==> src/verilog/cursor_screen_defines.svh <==
// register map, field positions and reset values of the cursor and screen block
`ifndef CURSOR_SCREEN_DEFINES_SVH
`define CURSOR_SCREEN_DEFINES_SVH

// ----------------------------------------------------------------
// register indices (byte address is four times the index)
// ----------------------------------------------------------------
`define IDX_CURSOR_TRANSPARENCY 10'h0A0
`define IDX_CURSOR_PRIORITY     10'h0A2
`define IDX_CURSOR_A_BASE       10'h0A4
`define IDX_CURSOR_A_X          10'h0A8
`define IDX_CURSOR_A_Y          10'h0AA
`define IDX_CURSOR_B_BASE       10'h0AC
`define IDX_CURSOR_B_X          10'h0B0
`define IDX_CURSOR_B_Y          10'h0B2
`define IDX_DUAL_SCREEN         10'h170

// ----------------------------------------------------------------
// field positions
// ----------------------------------------------------------------
`define TRC_CODE_MSB     7
`define TRC_ZERO_BIT     8
`define PRI_A_OVER_BIT   0
`define PRI_B_OVER_BIT   1
`define PRI_A_SHOW_BIT   4
`define PRI_B_SHOW_BIT   5
`define BASE_MSB         25
`define BASE_LSB         4
`define POS_MSB          11
`define DSC_S0_LSB       0
`define DSC_S1_LSB       8
`define DSC_A_OFS        6
`define DSC_B_OFS        7
`define DSC_DUAL_BIT     31

// ----------------------------------------------------------------
// reset values
// ----------------------------------------------------------------
`define RST_TRC_CODE     8'h00
`define RST_BASE         22'h000000
`define RST_POS          12'h000
`define RST_SOURCES      8'h00

`endif

==> src/verilog/cursor_screen_pkg.sv <==
// types shared by the cursor and screen block
package cursor_screen_pkg;

   typedef enum logic [0:0] {
      BUS_IDLE    = 1'b0,
      BUS_RD_WAIT = 1'b1
   } bus_state_t;

endpackage : cursor_screen_pkg

==> src/verilog/cursor_pixel_gate.sv <==
// decides whether one cursor puts a visible pixel at the current position
`timescale 1ns/1ps
module cursor_pixel_gate #(
   parameter int SIZE = 64
) (
   input  wire logic        show,
   input  wire logic [11:0] pix_x,
   input  wire logic [11:0] pix_y,
   input  wire logic [11:0] pos_x,
   input  wire logic [11:0] pos_y,
   input  wire logic [7:0]  code,
   input  wire logic [7:0]  trans_code,
   input  wire logic        zero_transparent,
   output logic             visible
);
   logic [12:0] dx;
   logic [12:0] dy;
   logic        hit;
   logic        clear_px;

   // position marks the top-left pixel of the pattern
   assign dx  = {1'b0, pix_x} - {1'b0, pos_x};
   assign dy  = {1'b0, pix_y} - {1'b0, pos_y};
   assign hit = !dx[12] && !dy[12] && (dx < 13'(SIZE)) && (dy < 13'(SIZE));

   assign clear_px = (code == trans_code) ||
                     (zero_transparent && (code == 8'h00));

   assign visible = show && hit && !clear_px;

endmodule : cursor_pixel_gate

==> src/verilog/cursor_screen_ctrl.sv <==
// cursor overlay registers, per-screen cursor selection and AHB-Lite slave
// Contract
// - cursor 0 always in front of cursor 1
// - priority bit 0: cursor 0 over base
// - priority bit 1: cursor 1 over base
// - bits 4/5 enable cursors, reset off
// - cursor 0 base 16-byte aligned
// - cursor 1 base 16-byte aligned
// - cursor 0 placed by 12-bit x/y
// - cursor 1 placed by 12-bit x/y
// - dual select bit 31, 30:16 zero
// - bits 0..7 pick screen 0 sources
// - bits 8..13 pick screen 1 layers
// - zero-transparency makes code 0 clear
// - matching transparency code is clear
// - zero-transparency off: code 0 opaque (code keeps it clear while the transparency code is 0)
// - dual select 0 single, 1 dual
// - bits 14/15 put cursors on screen 1
`timescale 1ns/1ps
`include "cursor_screen_defines.svh"
module cursor_screen_ctrl
   import cursor_screen_pkg::*;
#(
   parameter int CURSOR_SIZE = 64
) (
   input  wire logic        hclk,
   input  wire logic        hresetn,
   input  wire logic        hsel,
   input  wire logic [11:0] haddr,
   input  wire logic [1:0]  htrans,
   input  wire logic        hwrite,
   input  wire logic [2:0]  hsize,
   input  wire logic        hready,
   input  wire logic [31:0] hwdata,
   output logic [31:0]      hrdata,
   output logic             hreadyout,
   output logic             hresp,
   input  wire logic [11:0] pix_x,
   input  wire logic [11:0] pix_y,
   input  wire logic [7:0]  cursor_a_code,
   input  wire logic [7:0]  cursor_b_code,
   output logic [31:0]      cursor_a_pattern_base,
   output logic [31:0]      cursor_b_pattern_base,
   output logic             dual_mode,
   output logic [5:0]       screen0_layers,
   output logic [5:0]       screen1_layers,
   output logic [1:0]       scr_cursor_valid,
   output logic [1:0]       scr_cursor_id,
   output logic [1:0]       scr_cursor_over_base,
   output logic [15:0]      scr_cursor_code
);

   initial begin
      if (CURSOR_SIZE < 1 || CURSOR_SIZE > 4096) begin
         $error("CURSOR_SIZE out of range");
      end
   end

   // ----------------------------------------------------------------
   // register state
   // ----------------------------------------------------------------
   logic [7:0]  cursor_transparent_code;
   logic        zero_code_transparent;
   logic        cursor_a_over_base;
   logic        cursor_b_over_base;
   logic        cursor_a_show;
   logic        cursor_b_show;
   logic [21:0] base_a;
   logic [21:0] base_b;
   logic [11:0] cursor_a_x;
   logic [11:0] cursor_a_y;
   logic [11:0] cursor_b_x;
   logic [11:0] cursor_b_y;
   logic        dual_screen_select;
   logic [7:0]  first_screen_sources;
   logic [7:0]  second_screen_sources;

   // ----------------------------------------------------------------
   // bus slave
   // ----------------------------------------------------------------
   bus_state_t  state;
   logic        accept;
   logic        wr_pend;
   logic [9:0]  wr_idx;
   logic [9:0]  rd_idx;
   logic        wr_en;
   logic [31:0] rd_word;

   assign accept    = hsel && hready && htrans[1];
   assign hreadyout = (state == BUS_IDLE);
   assign hresp     = 1'b0;
   assign wr_en     = wr_pend;

   // reads take one wait state so that hrdata comes from a flop and
   // already sees a write that was in its data phase just before
   always_ff @(posedge hclk or negedge hresetn) begin
      if (!hresetn) begin
         state <= BUS_IDLE;
      end else begin
         unique case (state)
            BUS_IDLE: begin
               if (accept && !hwrite) begin
                  state <= BUS_RD_WAIT;
               end
            end
            BUS_RD_WAIT: begin
               state <= BUS_IDLE;
            end
         endcase
      end
   end

   always_ff @(posedge hclk or negedge hresetn) begin
      if (!hresetn) begin
         wr_pend <= 1'b0;
         wr_idx  <= 10'h000;
         rd_idx  <= 10'h000;
      end else begin
         wr_pend <= accept && hwrite;
         if (accept) begin
            wr_idx <= haddr[11:2];
            rd_idx <= haddr[11:2];
         end
      end
   end

   // hsize is not checked: only whole-word transfers are supported
   always_comb begin
      rd_word = 32'h0000_0000;
      unique case (rd_idx)
         `IDX_CURSOR_TRANSPARENCY: begin
            rd_word[`TRC_CODE_MSB:0] = cursor_transparent_code;
            rd_word[`TRC_ZERO_BIT]   = zero_code_transparent;
         end
         `IDX_CURSOR_PRIORITY: begin
            rd_word[`PRI_A_OVER_BIT] = cursor_a_over_base;
            rd_word[`PRI_B_OVER_BIT] = cursor_b_over_base;
            rd_word[`PRI_A_SHOW_BIT] = cursor_a_show;
            rd_word[`PRI_B_SHOW_BIT] = cursor_b_show;
         end
         `IDX_CURSOR_A_BASE: rd_word = cursor_a_pattern_base;
         `IDX_CURSOR_B_BASE: rd_word = cursor_b_pattern_base;
         `IDX_CURSOR_A_X:    rd_word[`POS_MSB:0] = cursor_a_x;
         `IDX_CURSOR_A_Y:    rd_word[`POS_MSB:0] = cursor_a_y;
         `IDX_CURSOR_B_X:    rd_word[`POS_MSB:0] = cursor_b_x;
         `IDX_CURSOR_B_Y:    rd_word[`POS_MSB:0] = cursor_b_y;
         `IDX_DUAL_SCREEN: begin
            rd_word[`DSC_DUAL_BIT]         = dual_screen_select;
            rd_word[`DSC_S1_LSB +: 8]      = second_screen_sources;
            rd_word[`DSC_S0_LSB +: 8]      = first_screen_sources;
         end
         default: rd_word = 32'h0000_0000;
      endcase
   end

   always_ff @(posedge hclk or negedge hresetn) begin
      if (!hresetn) begin
         hrdata <= 32'h0000_0000;
      end else if (state == BUS_RD_WAIT) begin
         hrdata <= rd_word;
      end
   end

   // ----------------------------------------------------------------
   // registers written by software
   // ----------------------------------------------------------------
   always_ff @(posedge hclk or negedge hresetn) begin
      if (!hresetn) begin
         cursor_transparent_code <= `RST_TRC_CODE;
         zero_code_transparent   <= 1'b0;
      end else if (wr_en && wr_idx == `IDX_CURSOR_TRANSPARENCY) begin
         cursor_transparent_code <= hwdata[`TRC_CODE_MSB:0];
         zero_code_transparent   <= hwdata[`TRC_ZERO_BIT];
      end
   end

   always_ff @(posedge hclk or negedge hresetn) begin
      if (!hresetn) begin
         cursor_a_over_base <= 1'b0;
         cursor_b_over_base <= 1'b0;
         cursor_a_show      <= 1'b0;
         cursor_b_show      <= 1'b0;
      end else if (wr_en && wr_idx == `IDX_CURSOR_PRIORITY) begin
         cursor_a_over_base <= hwdata[`PRI_A_OVER_BIT];
         cursor_b_over_base <= hwdata[`PRI_B_OVER_BIT];
         cursor_a_show      <= hwdata[`PRI_A_SHOW_BIT];
         cursor_b_show      <= hwdata[`PRI_B_SHOW_BIT];
      end
   end

   always_ff @(posedge hclk or negedge hresetn) begin
      if (!hresetn) begin
         base_a <= `RST_BASE;
         base_b <= `RST_BASE;
      end else if (wr_en) begin
         if (wr_idx == `IDX_CURSOR_A_BASE) begin
            base_a <= hwdata[`BASE_MSB:`BASE_LSB];
         end
         if (wr_idx == `IDX_CURSOR_B_BASE) begin
            base_b <= hwdata[`BASE_MSB:`BASE_LSB];
         end
      end
   end

   assign cursor_a_pattern_base = {6'h00, base_a, 4'h0};
   assign cursor_b_pattern_base = {6'h00, base_b, 4'h0};

   always_ff @(posedge hclk or negedge hresetn) begin
      if (!hresetn) begin
         cursor_a_x <= `RST_POS;
         cursor_a_y <= `RST_POS;
         cursor_b_x <= `RST_POS;
         cursor_b_y <= `RST_POS;
      end else if (wr_en) begin
         if (wr_idx == `IDX_CURSOR_A_X) begin
            cursor_a_x <= hwdata[`POS_MSB:0];
         end
         if (wr_idx == `IDX_CURSOR_A_Y) begin
            cursor_a_y <= hwdata[`POS_MSB:0];
         end
         if (wr_idx == `IDX_CURSOR_B_X) begin
            cursor_b_x <= hwdata[`POS_MSB:0];
         end
         if (wr_idx == `IDX_CURSOR_B_Y) begin
            cursor_b_y <= hwdata[`POS_MSB:0];
         end
      end
   end

   always_ff @(posedge hclk or negedge hresetn) begin
      if (!hresetn) begin
         dual_screen_select    <= 1'b0;
         first_screen_sources  <= `RST_SOURCES;
         second_screen_sources <= `RST_SOURCES;
      end else if (wr_en && wr_idx == `IDX_DUAL_SCREEN) begin
         dual_screen_select    <= hwdata[`DSC_DUAL_BIT];
         first_screen_sources  <= hwdata[`DSC_S0_LSB +: 8];
         second_screen_sources <= hwdata[`DSC_S1_LSB +: 8];
      end
   end

   // ----------------------------------------------------------------
   // cursor visibility and per-screen selection
   // ----------------------------------------------------------------
   logic [1:0]  vis;
   logic [1:0]  show;
   logic [23:0] pos_x;
   logic [23:0] pos_y;
   logic [15:0] codes;
   logic [1:0]  over;
   logic [3:0]  incl;
   wire logic [1:0]  next_valid;
   wire logic [1:0]  next_id;
   wire logic [1:0]  next_over;
   wire logic [15:0] next_code;

   assign show  = {cursor_b_show, cursor_a_show};
   assign pos_x = {cursor_b_x, cursor_a_x};
   assign pos_y = {cursor_b_y, cursor_a_y};
   assign codes = {cursor_b_code, cursor_a_code};
   assign over  = {cursor_b_over_base, cursor_a_over_base};

   // incl[2*s+c]: cursor c is a source of screen s; screen 1 only in dual mode
   assign incl[0] = first_screen_sources[`DSC_A_OFS];
   assign incl[1] = first_screen_sources[`DSC_B_OFS];
   assign incl[2] = dual_screen_select && second_screen_sources[`DSC_A_OFS];
   assign incl[3] = dual_screen_select && second_screen_sources[`DSC_B_OFS];

   assign dual_mode      = dual_screen_select;
   assign screen0_layers = first_screen_sources[5:0];
   assign screen1_layers = dual_screen_select ? second_screen_sources[5:0] : 6'h00;

   generate
      for (genvar c = 0; c < 2; c++) begin : g_cursor
         cursor_pixel_gate #(
            .SIZE (CURSOR_SIZE)
         ) u_gate (
            .show             (show[c]),
            .pix_x            (pix_x),
            .pix_y            (pix_y),
            .pos_x            (pos_x[12*c +: 12]),
            .pos_y            (pos_y[12*c +: 12]),
            .code             (codes[8*c +: 8]),
            .trans_code       (cursor_transparent_code),
            .zero_transparent (zero_code_transparent),
            .visible          (vis[c])
         );
      end

      // cursor 0 is tested first so it always sits in front of cursor 1
      for (genvar s = 0; s < 2; s++) begin : g_screen
         logic       pick_valid;
         logic       pick_id;
         logic       pick_over;
         logic [7:0] pick_code;

         always_comb begin
            pick_valid = 1'b0;
            pick_id    = 1'b0;
            pick_over  = 1'b0;
            pick_code  = 8'h00;
            if (vis[0] && incl[2*s]) begin
               pick_valid = 1'b1;
               pick_over  = over[0];
               pick_code  = codes[7:0];
            end else if (vis[1] && incl[2*s+1]) begin
               pick_valid = 1'b1;
               pick_id    = 1'b1;
               pick_over  = over[1];
               pick_code  = codes[15:8];
            end
         end

         // one driver per bit: each screen owns its own slice
         assign next_valid[s]       = pick_valid;
         assign next_id[s]          = pick_id;
         assign next_over[s]        = pick_over;
         assign next_code[8*s +: 8] = pick_code;
      end
   endgenerate

   // one pipeline stage; the compositor lines its base layer up to match
   always_ff @(posedge hclk or negedge hresetn) begin
      if (!hresetn) begin
         scr_cursor_valid     <= 2'h0;
         scr_cursor_id        <= 2'h0;
         scr_cursor_over_base <= 2'h0;
         scr_cursor_code      <= 16'h0000;
      end else begin
         scr_cursor_valid     <= next_valid;
         scr_cursor_id        <= next_id;
         scr_cursor_over_base <= next_over;
         scr_cursor_code      <= next_code;
      end
   end
endmodule : cursor_screen_ctrl

==> config.mk <==
export PLATFORM = sky130hd
export DESIGN_NAME = cursor_screen_ctrl
export DESIGN_NICKNAME = d
export VERILOG_FILES = /design/src/verilog/cursor_screen_pkg.sv /design/src/verilog/cursor_pixel_gate.sv /design/src/verilog/cursor_screen_ctrl.sv
export VERILOG_INCLUDE_DIRS = /design/src /design/src/verilog
export SDC_FILE = /design/constraint.sdc
export NUM_CORES = 1
export LEC_CHECK = 0
export ABC_CLOCK_PERIOD_IN_PS = 4700
export BUFFER_PORTS_ARGS = -buffer_cell sky130_fd_sc_hd__buf_2
export CORE_ASPECT_RATIO = 0.5
export CORE_MARGIN = 5
export CORE_UTILIZATION = 59
export CTS_CLUSTER_DIAMETER = 200
export DETAILED_ROUTE_END_ITERATION = 10
export PLACE_DENSITY = 0.86
export SYNTH_ARGS = -nofsm -noshare
export SYNTH_HDL_FRONTEND = slang
export SYNTH_SLANG_ARGS = --single-unit
==> constraint.sdc <==
create_clock -name hclk -period 4.7 [get_ports hclk]
set_input_delay 0.94 -clock hclk [delete_from_list [all_inputs] [get_ports hclk]]
set_output_delay 0.94 -clock hclk [all_outputs]
set_load 0.02 [all_outputs]
# After elaboration in Yosys (flattened, before gate mapping)
# Index checks and enable logic that the tools add are counted.
[totals]
register_bits = 188
input_bits = 94
wordCells = 110
[classes]
n_addsub = 4
n_lt_le_gt_ge = 4
eq_ne = 11
n_mux = 25
n_bitwise = 1
reduce_logical = 42
[ops]
columns = ["op", "count"]
rows = [
  ["$eq 10x8->1 const B", 8],
  ["$lt 13x7->1 const B", 4],
  ["$sub 12x12->13", 4],
  ["$mux 8", 4],
  ["$logic_and 1x1->1", 25],
  ["$pmux 3 s8", 1],
  ["$pmux 3 s7", 1],
  ["$pmux 10 s2", 1],
  ["$pmux 2 s9", 1],
  ["$eq 8x8->1", 2],
  ["$logic_not 8->1", 2],
  ["$pmux 2 s7", 1],
  ["$mux 1", 12],
  ["$pmux 2 s6", 1],
  ["$pmux 4 s3", 1],
  ["$reduce_and 2->1", 6],
  ["$eq 10x9->1 const B", 1],
  ["$logic_not 1->1", 7],
  ["$mux 6", 1],
  ["$logic_or 1x1->1", 2],
  ["$pmux 1 s2", 1],
  ["$not 1->1", 1],
]

# Depth between registers and ports, before layout
# Gate-level depths: netlist of run 1.
[depth]
word_depth = 10
ltp_mapped = 12

# By module
# From an unflattened synthesis of run 1, not the netlist that was laid out.
[hier_totals]
hier_cells = 888
hier_area_um2 = 10112.2
[modules_own_cells]
columns = ["module", "instances", "cells_each", "area_per_inst_um2", "seq_area_each_um2"]
rows = [
  ["cursor_screen_ctrl", 1, 610, 8075.2, 4579.4],
  ["cursor_pixel_gate", 2, 139, 1018.5, 0.0],
]

# Worst setup path after synthesis of run 1
# OpenSTA, ideal clock, no wires.
[synth_timing]
path_kind = "in2reg"
startpoint = "input port pix_x[7]"
endpoint = "register scr_cursor_code[6]"
setup_ns = 0.079
t_arrival_ns = 3.198
required_ns = 4.621
slack_ns = 1.423
stages = 9
cell_sequence = "ha_1 a211o_1 a211oi_1 o311ai_0 or4_1 a2111oi_2 buf_2 nand4_1 mux2i_1"
[synth_via]
elab_chain_cells = 10
word_cells_on_any_way = 20
[synth_rtl]
columns = ["item", "line", "rtl"]
rows = [
  ["start: declaration", "cursor_screen_ctrl.sv:38", "input wire logic [11:0] pix_x,"],
  ["parallel branches: the longest is 9 deep, another holds $sub 12x12->13", "--", ""],
  ["$mux 8 *", "cursor_screen_ctrl.sv:302", "if (vis[0] && incl[2*s]) begin"],
  ["named net g_screen[0].pick_code[6]", "cursor_screen_ctrl.sv:295", "logic [7:0] pick_code;"],
  ["end signal: assignment", "cursor_screen_ctrl.sv:333", "scr_cursor_code <= next_code;"],
  ["end: declaration", "cursor_screen_ctrl.sv:50", "output logic [15:0] scr_cursor_code"],
]
# Mark *: on every way through the listed nets, which the timed path passes.
# A chain may end at the register's enable or synchronous reset.

# Final worst setup path of run 1
[layout_timing]
startpoint = "input port pix_y[6]"
endpoint = "register scr_cursor_code[6]"
[layout_via]
elab_chain_cells = 10
word_cells_on_any_way = 20
[layout_rtl]
columns = ["item", "line", "rtl"]
rows = [
  ["start: declaration", "cursor_screen_ctrl.sv:39", "input wire logic [11:0] pix_y,"],
  ["parallel branches: the longest is 9 deep, another holds $sub 12x12->13", "--", ""],
  ["$mux 8 *", "cursor_screen_ctrl.sv:302", ""],
  ["named net g_screen[0].pick_code[6]", "cursor_screen_ctrl.sv:295", ""],
]
# Marked as above.

==> reports/results.tsv, run 1 <==
stage	metric	value	unit
finish	diodes	0	
setup_path	cp_max_fo	20	
setup_path	worstPathCellList	buf_2, ha_1, nor2b_1, o2bb2ai_1, a211oi_1, o311ai_0, or4_1, a2111oi_2, buf_4, nand4_1, mux2i_1	
yosys	synth_area_leaders	dfrtp_1 (45%), mux2_2 (14%), ha_1 (5.4%)	
sta	rsz0062_at_grt	false	
yosys	synth_top_family_by_area	multiplexers	
floorplan	num_rows	34	
finish	area_growth	16.1	%
finish	final_area	11900	µm²
finish	fin_nets	1243	
floorplan	die_area	20300	µm²
placed_design	dp_hpwl	21.2	mm
yosys	synthCells	931	
placed_design	io_buffer_count	189	
routing	wl_per_cell	21.0	µm
routing	via_count	8271	
clock_network	clk_pin_slew	0.08	ns
yosys	synth-seq-cells	183	
sta	tns	0	ns
sta	slew_headroom	37.4	%
setup_path	crit_type	in -> reg	
routing	ant_nets	0	
setup_path	crit_family	simple AND/OR/NAND/NOR gates	
routing	drtIter0Drc	614	
status	status	finished, final reports clean	
finish	drive_gt1_share	33.5	%
setup_path	required	5.05	ns
job	max_cap_violations	0	
global_routing	overflow	0	
yosys	synth-edff-count	0	
clock_network	clk_latency	0.44	ns
floorplan	design.portCount	227	
sta	timing.final.crit_period	3.44	ns
setup_path	worstPathArrival	3.79	ns
clock_network	cts-resized-gates	0	
sta	fmax	0.291	GHz
global_routing	grt_max_degree	81	
placed_design	routabilityCongestion	0.954	
pwr	ir_drop	0.284	mV
sta	tightest_slew	0.938	ns
sta	final_max_slew_viol_count	0	
finish	stdcell_count	1352	
routing	dr.pass1.iters	5	
sta	finalHoldViolCount	0	
global_routing	grt_pass1_vias	8159	
setup_path	path_buf_inv	2	
yosys	synth_compound_area_share	12.6	%
global_routing	track_usage	27.9	%
yosys	synthDistinctLibCells	72	
yosys	muxShareOfSynthArea	19.1	%
yosys	synthAdderAreaFrac	5.37	%
clock_network	cts_made_buffers	17	
yosys	ys.warnings.count	0	
yosys	synth_xor_area_share	1.95	%
pwr	p_total	3.89	mW
setup_path	critPathCaptureType	flop	
yosys	async_flop_share	100	%
routing	wl	28.4	mm
yosys	synth-main-ff-cell	dfrtp_1	
clock_network	cts_buffer_depth	2	
setup_path	startpoint_type	input port	
clock_network	cts_sinks	183	
sta	fin_crit_sh	73.2	%
pwr	cellPowerDensity	327	nW/µm²
sta	timing.hold.ws	0.485	ns
global_routing	grt_pass1_wl	43.9	mm
routing	drc	0	
clock_network	htree_levels	4	
setup_path	cp_slowest_cell	or4_1	
clock_network	holdBufCountCts	0	
yosys	avgSynthCellArea	11.0	µm²
global_routing	grt_antenna_before_repair	0	
yosys	syn_area	10200	µm²
floorplan	coreArea	17200	µm²
sta	setup_violations	0	
placed_design	placed_cells	1320	
pwr	power_leakage	5.91	nW
yosys	ys_seq_area_share	44.7	%
clock_network	cts-root-buf	clkbuf_16	
floorplan	initial_core_util	59.6	%
setup_path	critPathMaxStageDelay	0.59	ns
min_path	hp-class	reg -> reg	
yosys	yosys.area_share.simple	9.82	%
floorplan	die_y	103	µm
yosys	synth.top_cell.area_share	44.7	%
floorplan	die_w	196	µm
placed_design	dpl_cell_area	11300	µm²
clock_network	cts_tree	done	
sta	finClkSkew	0.0138	ns
clock_network	postCtsSetupRepairBufs	0	
yosys	synth_top_area_cell	dfrtp_1	
routing	viasPerCell	6.12	
[state kept, by name (all words and copies together) (netlist names), 2 cells and up]
| register | count |
|---|---|
| first_screen_sources | 8 |
| hrdata | 27 |
| cursor_transparent_code | 8 |
| scr_cursor_over_base | 2 |
| scr_cursor_id | 2 |
| cursor_b_y | 12 |
| scr_cursor_valid | 2 |
| cursor_a_y | 12 |
| base_b | 22 |
| cursor_a_x | 12 |
| cursor_b_x | 12 |
| rd_idx | 10 |
| base_a | 22 |
| scr_cursor_code | 16 |
| second_screen_sources | 8 |
[layout make-up]
type,count,area (µm²)
fillers,1231,5300
well taps,234,293
inverters,64,240
clock buffers,17,425
repair buffers,202,1050
clock inverters,15,193
flip-flops and latches,183,4580
multi-input cells,637,5110
[synth_stat cells (all sizes together), types with 5 or more instances]
cell type,instances
inv,64
a211oi,6
buf,44
dfrtp,183
a31oi,5
xnor2,18
a21o,15
and3,7
a221oi,6
and2,15
o21a,7
nand2b,5
nand3,12
nor3,9
nor2,48
nand2,43
a222oi,12
clkbuf,28
o21ai,27
mux2i,44
a21oi,34
a211o,5
o2bb2ai,6
o211ai,7
a22o,13
nand4,26
ha,44
nor2b,5
mux2,135
[metal layers]
metal | share of wire [%] | track usage, % | vias to the layer above
li1 | - | - | 3687
met5 | 0 | 0 | -
met2 | 46 | 46.4 | 449
met3 | 11 | 6.89 | 68
met4 | 2.3 | 7.88 | 0
met1 | 41 | 37.3 | 4067
[path summary, 6_finish.rpt]
check	start	end	slack, ns	cells past startpoint
max reg2reg	cursor_b_y[6]$_DFFE_PN0P_	scr_cursor_code[6]$_DFF_PN0_	1.41	11
min in group asynchronous	hresetn	hrdata[24]$_DFFE_PN0P_	0.52	1
min	hrdata[1]$_DFFE_PN0P_	hrdata[1]$_DFFE_PN0P_	0.48	1
max in group asynchronous	hresetn	base_a[12]$_DFFE_PN0P_	3.08	2
max	pix_y[6]	scr_cursor_code[6]$_DFF_PN0_	1.26	11
min reg2reg	hrdata[1]$_DFFE_PN0P_	hrdata[1]$_DFFE_PN0P_	0.48	1
[layout by cell type, fill, tap and decap left out, types with 7 or more instances in the layout]
master and count:
buf_2 188, dfrtp_1 183, mux2_2 127, inv_1 64, nor2_1 48, mux2i_1 44
ha_1 44, nand2_1 43, a21oi_1 33, nand4_1 26, conb_1 26, o21ai_0 23
xnor2_1 18, clkbuf_16 17, and2_1 15, a21o_1 14, a22o_1 13, buf_4 13
nand3_1 12, a222oi_1 12, nor3_1 9, mux2_1 8, o21a_1 7, o211ai_1 7
and3_1 7
[stage by stage]
| stage | worst slack, ns | utilization (%) |
|---|---|---|
| global placement | 1.01 | 65.6 |
| floorplan | 1.42 | - |
| CTS | 1.33 | 69.2 |
| finish | 1.26 | 69.2 |
| detailed placement | 0.907 | 65.6 |
| global route | 1.12 | 69.2 |
[power breakdown]
part	leakage [nW]	internal [mW]	switching [mW]	total [mW]
Clock	0.296	0.734	0.746	1.48
Sequential	2.24	1.65	0.0776	1.73
Combinational	3.37	0.271	0.405	0.676
[cells by family after synthesis]
| kind of cell | count (synthesis) |
|---|---|
| DFF | 183 |
| other | 1 |
| adders and majority gates | 44 |
| xor gates and xnor gates | 22 |
| buffers and inverters | 136 |
| muxes | 179 |
| AOI/OAI and AO/OA | 173 |
| and+or+nand+nor | 193 |
No activity file was read; power rests on OpenSTA's default activity.
==> run 2, diff against run 1 <==
ABC_CLOCK_PERIOD_IN_PS = 2800   (was 4700)
CORE_UTILIZATION = 50   (was 59)
PLACE_DENSITY = 0.77   (was 0.86)
clock period = 2.8 ns   (was 4.7 ns; I/O delays follow)
==> reports/results.tsv, run 2 (same netlist as run 1, synthesis figures left out) <==
stage	metric	value	unit	change
status	status	complete, but fails checks		
status	violations	negative setup slack		
floorplan	die_w	212	µm	+8.2%
pwr	switching_share	30.2	%	-1.4 points
pwr	clkPwrFrac	37.0	%	-1.1 points
sta	timing.hold.ws	0.150	ns	-0.335 ns
finish	post-route-util	61.5	%	-7.7 points
finish	final_area	12500	µm²	+5.1%
sta	slew_headroom	46.6	%	+9.2 points
sta	fmax	0.339	GHz	
pwr	combPwrFrac	18.9	%	+1.5 points
clock_network	cts-root-buf	clkbuf_16		
finish	biggestRegsByFlops	hrdata (27), base_a (22), base_b (22)		
pwr	p_total	6.60	mW	+70%
setup_path	required	3.11	ns	-1.94 ns
job	max_cap_violations	0		unchanged
routing	drtIter0Drc	686		+12%
clock_network	clk_pin_slew	0.07	ns	about the same
finish	area_growth	21.9	%	
global_routing	grt_max_degree	77		-4.9%
sta	final_max_slew_viol_count	0		unchanged
placed_design	io_buffer_count	189		unchanged
routing	drc	0		unchanged
global_routing	overflow	0		unchanged
clock_network	cts_made_buffers	17		unchanged
finish	largest_register_ffs	27		unchanged
setup_path	worstPathArrival	3.26	ns	-0.53 ns
floorplan	num_rows	37		+8.8%
clock_network	clk_latency	0.44	ns	about the same
finish	drive_gt1_share	37.8	%	+4.3 points
finish	stdcell_count	1454		+7.5%
finish	diodes	0		unchanged
finish	fin_nets	1306		+5.1%
min_path	hp-class	in -> async		
floorplan	die_y	111	µm	+7.8%
placed_design	placed_cells	1421		+7.7%
finish	final_cell_mix	buf_2 (188), dfrtp_1 (183), mux2_2 (127)		
pwr	ir_drop	0.471	mV	+66%
pwr	power_frac_seq	44.1	%	-0.5 points
routing	via_count	8425		+1.9%
finish	final.fill_count	1681		+37%
routing	viasPerCell	5.79		-5.3%
placed_design	dp_hpwl	22.9	mm	+8.3%
global_routing	grt_pass1_wl	46.9	mm	+6.8%
routing	ant_nets	0		unchanged
clock_network	htree_levels	4		unchanged
routing	wl_per_cell	20.6	µm	-1.8%
sta	fin_crit_sh	105	%	
setup_path	critPathCaptureType	flop		
setup_path	crit_type	reg -> reg		
sta	tightest_slew	0.801	ns	-0.138 ns
floorplan	die_area	23600	µm²	+17%
finish	final_common_cell	buf_2		
finish	top_register	hrdata		
routing	wl	29.9	mm	+5.6%
pwr	power_switching	2.00	mW	+63%
floorplan	coreArea	20300	µm²	+18%
clock_network	cts_sinks	183		unchanged
floorplan	initial_core_util	50.4	%	-9.2 points
clock_network	cts_buffer_depth	2		unchanged
sta	tns	-2.58	ns	-2.58 ns
routing	dr.pass1.iters	6		+1
floorplan	design.portCount	227		unchanged
sta	finClkSkew	0.0148	ns	+0.000932 ns
placed_design	dpl_cell_area	11800	µm²	+5.1%
setup_path	startpoint_type	flop		
global_routing	grt_antenna_before_repair	0		unchanged
pwr	power_leakage	6.22	nW	+5.2%
sta	rsz0062_at_grt	true		
placed_design	routabilityCongestion	0.963		+1.0%
sta	setup_violations	22		+22
clock_network	cts_tree	done		
setup_path	cp_max_fo	11		-45%
placed_design	dpl_worst_slack	-0.423	ns	-1.33 ns
sta	timing.final.crit_period	2.95	ns	
pwr	p_int	4.61	mW	+73%
global_routing	grt_pass1_vias	8587		+5.2%
pwr	cellPowerDensity	529	nW/µm²	+62%
sta	setup_slack	-0.150	ns	-1.41 ns
sta	finalHoldViolCount	0		unchanged
global_routing	track_usage	25.1	%	-2.8 points
==> run 2: path summary, 6_finish.rpt <==
check                                                from                             to  slack (ns)  depth (start not counted)
max in group asynchronous                         hresetn     cursor_a_x[11]$_DFFE_PN0P_        1.89                          2
worst max register to register  cursor_a_x[1]$_DFFE_PN0P_  scr_cursor_code[14]$_DFF_PN0_       -0.15                         11
min in group hclk                                  hwrite                state$_DFF_PN0_        0.30                          2
worst min register to register      hrdata[0]$_DFFE_PN0P_          hrdata[0]$_DFFE_PN0P_        0.48                          1
worst max-delay path            cursor_a_x[1]$_DFFE_PN0P_  scr_cursor_code[14]$_DFF_PN0_       -0.15                         11
worst min-delay path                              hresetn         base_b[19]$_DFFE_PN0P_        0.15                          1
==> run 2: worst max-delay path, cell delays in order, from the launching register on <==
cell and delay [ns]:
dfrtp_1 0.37, inv_2 0.06, ha_4 0.16, or3b_4 0.37, a21o_1 0.18, a211o_1 0.33, a2111oi_2 0.40, o211ai_1 0.17
nor4_2 0.24, o2111ai_1 0.22, buf_6 0.21, mux2i_1 0.13
==> run 2: area by class of cell <==
type / instances / area (µm²) / share of cell area (%)
timing repair buffer: 265 / 1570 / 12.6
clock buffer: 18 / 439 / 3.52
inverter: 64 / 240 / 1.92
tap: 273 / 342 / 2.73
clock inverter: 14 / 154 / 1.23
sequential: 183 / 4580 / 36.7
multi-input combinational: 637 / 5170 / 41.4
==> run 2: power groups by stage <==
stage | logic (mW) | clock network (mW) | registers (mW)
3_3_place_gp | 1.18 | 0 | 2.94
2_1_floorplan | 0.711 | 0 | 2.98
5_1_grt | 1.35 | 2.62 | 2.93
4_1_cts | 1.24 | 2.47 | 2.91
3_5_place_dp | 1.22 | 0 | 2.96
6_report | 1.25 | 2.44 | 2.91
==> run 2: metal layers <==
layer | GRT usage, % | vias up | routed length [µm]
met2 | 40.5 | 359 | 14100
met3 | 6.42 | 36 | 2590
met4 | 4.86 | 0 | 432
met1 | 34.8 | 4225 | 12900
li1 | - | 3805 | -
met5 | 0 | - | 0
==> run 2: what timing repair did <==
| action | 4_1_cts | 5_1_grt |
|---|---|---|
| gates resized for setup | 10 | 4 |
| setup buffers | 0 | 1 |
| setup endpoints to repair | 22 | 22 |
| hold buffers | 0 | 0 |
==> run 3, diff against run 2 <==
ABC_CLOCK_PERIOD_IN_PS = 2900   (was 2800)
CORE_UTILIZATION = 55   (was 50)
PLACE_DENSITY = 0.81   (was 0.77)
clock period = 2.9 ns   (was 2.8 ns; I/O delays follow)
==> reports/results.tsv, run 3 (same netlist as run 1, synthesis figures left out) <==
stage	metric	value	unit	change
setup_path	cp_slowest_cell	dfrtp_1		
floorplan	num_rows	35		-5.4%
status	violations	negative setup slack		
placed_design	dp_hpwl	21.8	mm	-4.8%
global_routing	grt_pass1_vias	8703		+1.4%
setup_path	crit_type	reg -> reg		
floorplan	design.portCount	227		unchanged
routing	ant_nets	0		unchanged
setup_path	cp_max_fo	5		-6
setup_path	r2r_cells	12		+1
routing	via_count	8443		+0.21%
setup_path	required	3.26	ns	+0.15 ns
setup_path	worstPathCellList	inv_1, ha_1, a21o_1, a31o_2, a211o_1, a211oi_2, o22ai_1, a2111oi_4, buf_4, buf_4, nand4_1, mux2i_1		
setup_path	startpoint_type	flop		
setup_path	critPathMostFrequentCell	buf_4		
routing	viasPerCell	5.96		+2.9%
finish	final.fill_count	1340		-20%
routing	wl	29.6	mm	-1.0%
routing	drc	0		unchanged
finish	fin_nets	1301		-0.38%
finish	final_cell_mix	buf_2 (188), dfrtp_1 (183), mux2_2 (127)		
clock_network	cts_made_buffers	17		unchanged
clock_network	cts_sinks	183		unchanged
finish	biggestRegsByFlops	hrdata (27), base_a (22), base_b (22)		
clock_network	cts-root-buf	clkbuf_16		
sta	fmax	0.343	GHz	+1.3%
global_routing	overflow	0		unchanged
sta	setup_violations	2		-91%
sta	slew_headroom	48.9	%	+2.3 points
sta	timing.final.crit_period	2.91	ns	-0.0369 ns
finish	final_common_cell	buf_2		
placed_design	io_buffer_count	189		unchanged
pwr	p_total	6.41	mW	-2.9%
finish	multi_input_area	5250	µm²	+1.5%
sta	finClkSkew	0.0180	ns	+0.00323 ns
global_routing	track_usage	27.6	%	+2.4 points
status	status	complete, but fails checks		
clock_network	clk_pin_slew	0.07	ns	about the same
finish	drive_gt1_share	38.3	%	+0.42 points
global_routing	grt_pass1_wl	46.7	mm	-0.49%
finish	post-route-util	68.1	%	+6.6 points
clock_network	cts_buffer_depth	2		unchanged
finish	final_area	12500	µm²	unchanged
routing	dr.pass1.iters	8		+2
finish	stdcell_count	1416		-2.6%
clock_network	cts_tree	done		
global_routing	grt_max_degree	59		-23%
sta	final_max_slew_viol_count	0		unchanged
pwr	power_leakage	6.21	nW	-0.17%
min_path	hp-class	in -> async		
setup_path	critPathMaxStageDelay	0.40	ns	about the same
routing	drtIter0Drc	655		-4.5%
sta	tightest_slew	0.759	ns	-0.0418 ns
sta	fin_crit_sh	100	%	-4.9 points
sta	finalHoldViolCount	0		unchanged
floorplan	die_w	203	µm	-4.4%
job	max_cap_violations	0		unchanged
floorplan	die_y	107	µm	-4.2%
setup_path	critPathCaptureType	flop		
placed_design	dpl_worst_slack	-0.419	ns	+0.00408 ns
finish	area_growth	21.9	%	unchanged
finish	top_register	hrdata		
floorplan	coreArea	18300	µm²	-9.7%
clock_network	htree_levels	4		unchanged
floorplan	die_area	21600	µm²	-8.5%
global_routing	grt_antenna_before_repair	1		+1
sta	rsz0062_at_grt	true		
pwr	cellPowerDensity	513	nW/µm²	-2.9%
finish	largest_register_ffs	27		unchanged
pwr	ir_drop	0.449	mV	-4.6%
floorplan	initial_core_util	55.8	%	+5.4 points
setup_path	worstPathArrival	3.27	ns	about the same
sta	setup_slack	-0.0128	ns	+0.137 ns
finish	diodes	0		unchanged
placed_design	dpl_cell_area	11700	µm²	-1.3%
routing	wl_per_cell	20.9	µm	+1.6%
finish	regArea	4580	µm²	unchanged
clock_network	clk_latency	0.44	ns	about the same
placed_design	placed_cells	1379		-3.0%
placed_design	routabilityCongestion	1.01		+4.8%
==> run 3: changes by cell type in the layout (fill, tap and decap cells not counted), moves of 2 or more <==
cell and delta:
ha_4 +2, buf_12 -2, ha_1 -2, buf_4 -5, clkinv_8 +2
==> run 3: timing repair <==
item | in CTS | in global routing
gates cloned | 2 | 0
setup endpoints to repair | 22 | 22
pin swaps | 3 | 3
endpoints found under the hold margin | 0 | 0
setup buffers | 2 | 1
hold buffers | 0 | 0
resized for setup | 15 | 18
==> run 3: critical path, delay by kind of cell, from the launching register on <==
kind / cells / cell delay [ns]
and+or+nand+nor: 1 / 0.11
adders and majority gates: 1 / 0.32
AOI/OAI and AO/OA: 6 / 1.42
buffers and inverters: 3 / 0.42
DFF: 1 / 0.40
muxes: 1 / 0.17
==> run 3: area by class of cell <==
cell class / count / area share, %
Multi-Input combinational cell: 637 / 42.0
Sequential cell: 183 / 36.7
Timing Repair Buffer: 260 / 12.1
Clock buffer: 17 / 3.41
Tap cell: 240 / 2.40
Inverter: 64 / 1.92
Clock inverter: 15 / 1.47
==> run 3: through the flow <==
stage / TNS [ns] / hold WS, ns
3_3_place_gp: -5.89 / 0.466
5_1_grt: -2.16 / 0.120
2_1_floorplan: -0.265 / 0.284
4_1_cts: 0 / 0.113
3_5_place_dp: -8.43 / 0.472
6_report: -0.0142 / 0.100
==> run 3: layer usage <==
metal | wire [µm] | share of wire [%] | global-route usage (%) | vias to the layer above
met2 | 13700 | 46 | 43.8 | 395
met3 | 2760 | 9.3 | 7.71 | 51
li1 | - | - | - | 3792
met4 | 658 | 2.2 | 9.49 | 2
met5 | 19 | 0.064 | 0 | -
met1 | 12500 | 42 | 36.6 | 4203
==> run 3: power breakdown <==
group | switching, mW | internal (mW) | total, mW | leakage, nW
clock network | 1.15 | 1.24 | 2.40 | 0.288
logic | 0.698 | 0.515 | 1.21 | 3.68
registers | 0.124 | 2.68 | 2.81 | 2.24
==> run 3: path summary, 6_finish.rpt <==
kind                                           endpoint  slack (ns)                 startpoint
hold / removal                    rd_idx[9]$_DFFE_PN0P_        0.10                    hresetn
max in group asynchronous        hrdata[20]$_DFFE_PN0P_        1.86                    hresetn
setup reg to reg           scr_cursor_code[1]$_DFF_PN0_       -0.01  cursor_b_y[2]$_DFFE_PN0P_
hold reg to reg                   hrdata[1]$_DFFE_PN0P_        0.49      hrdata[1]$_DFFE_PN0P_
setup / recovery           scr_cursor_code[1]$_DFF_PN0_       -0.01  cursor_b_y[2]$_DFFE_PN0P_
min in group hclk                       state$_DFF_PN0_        0.32                     hwrite
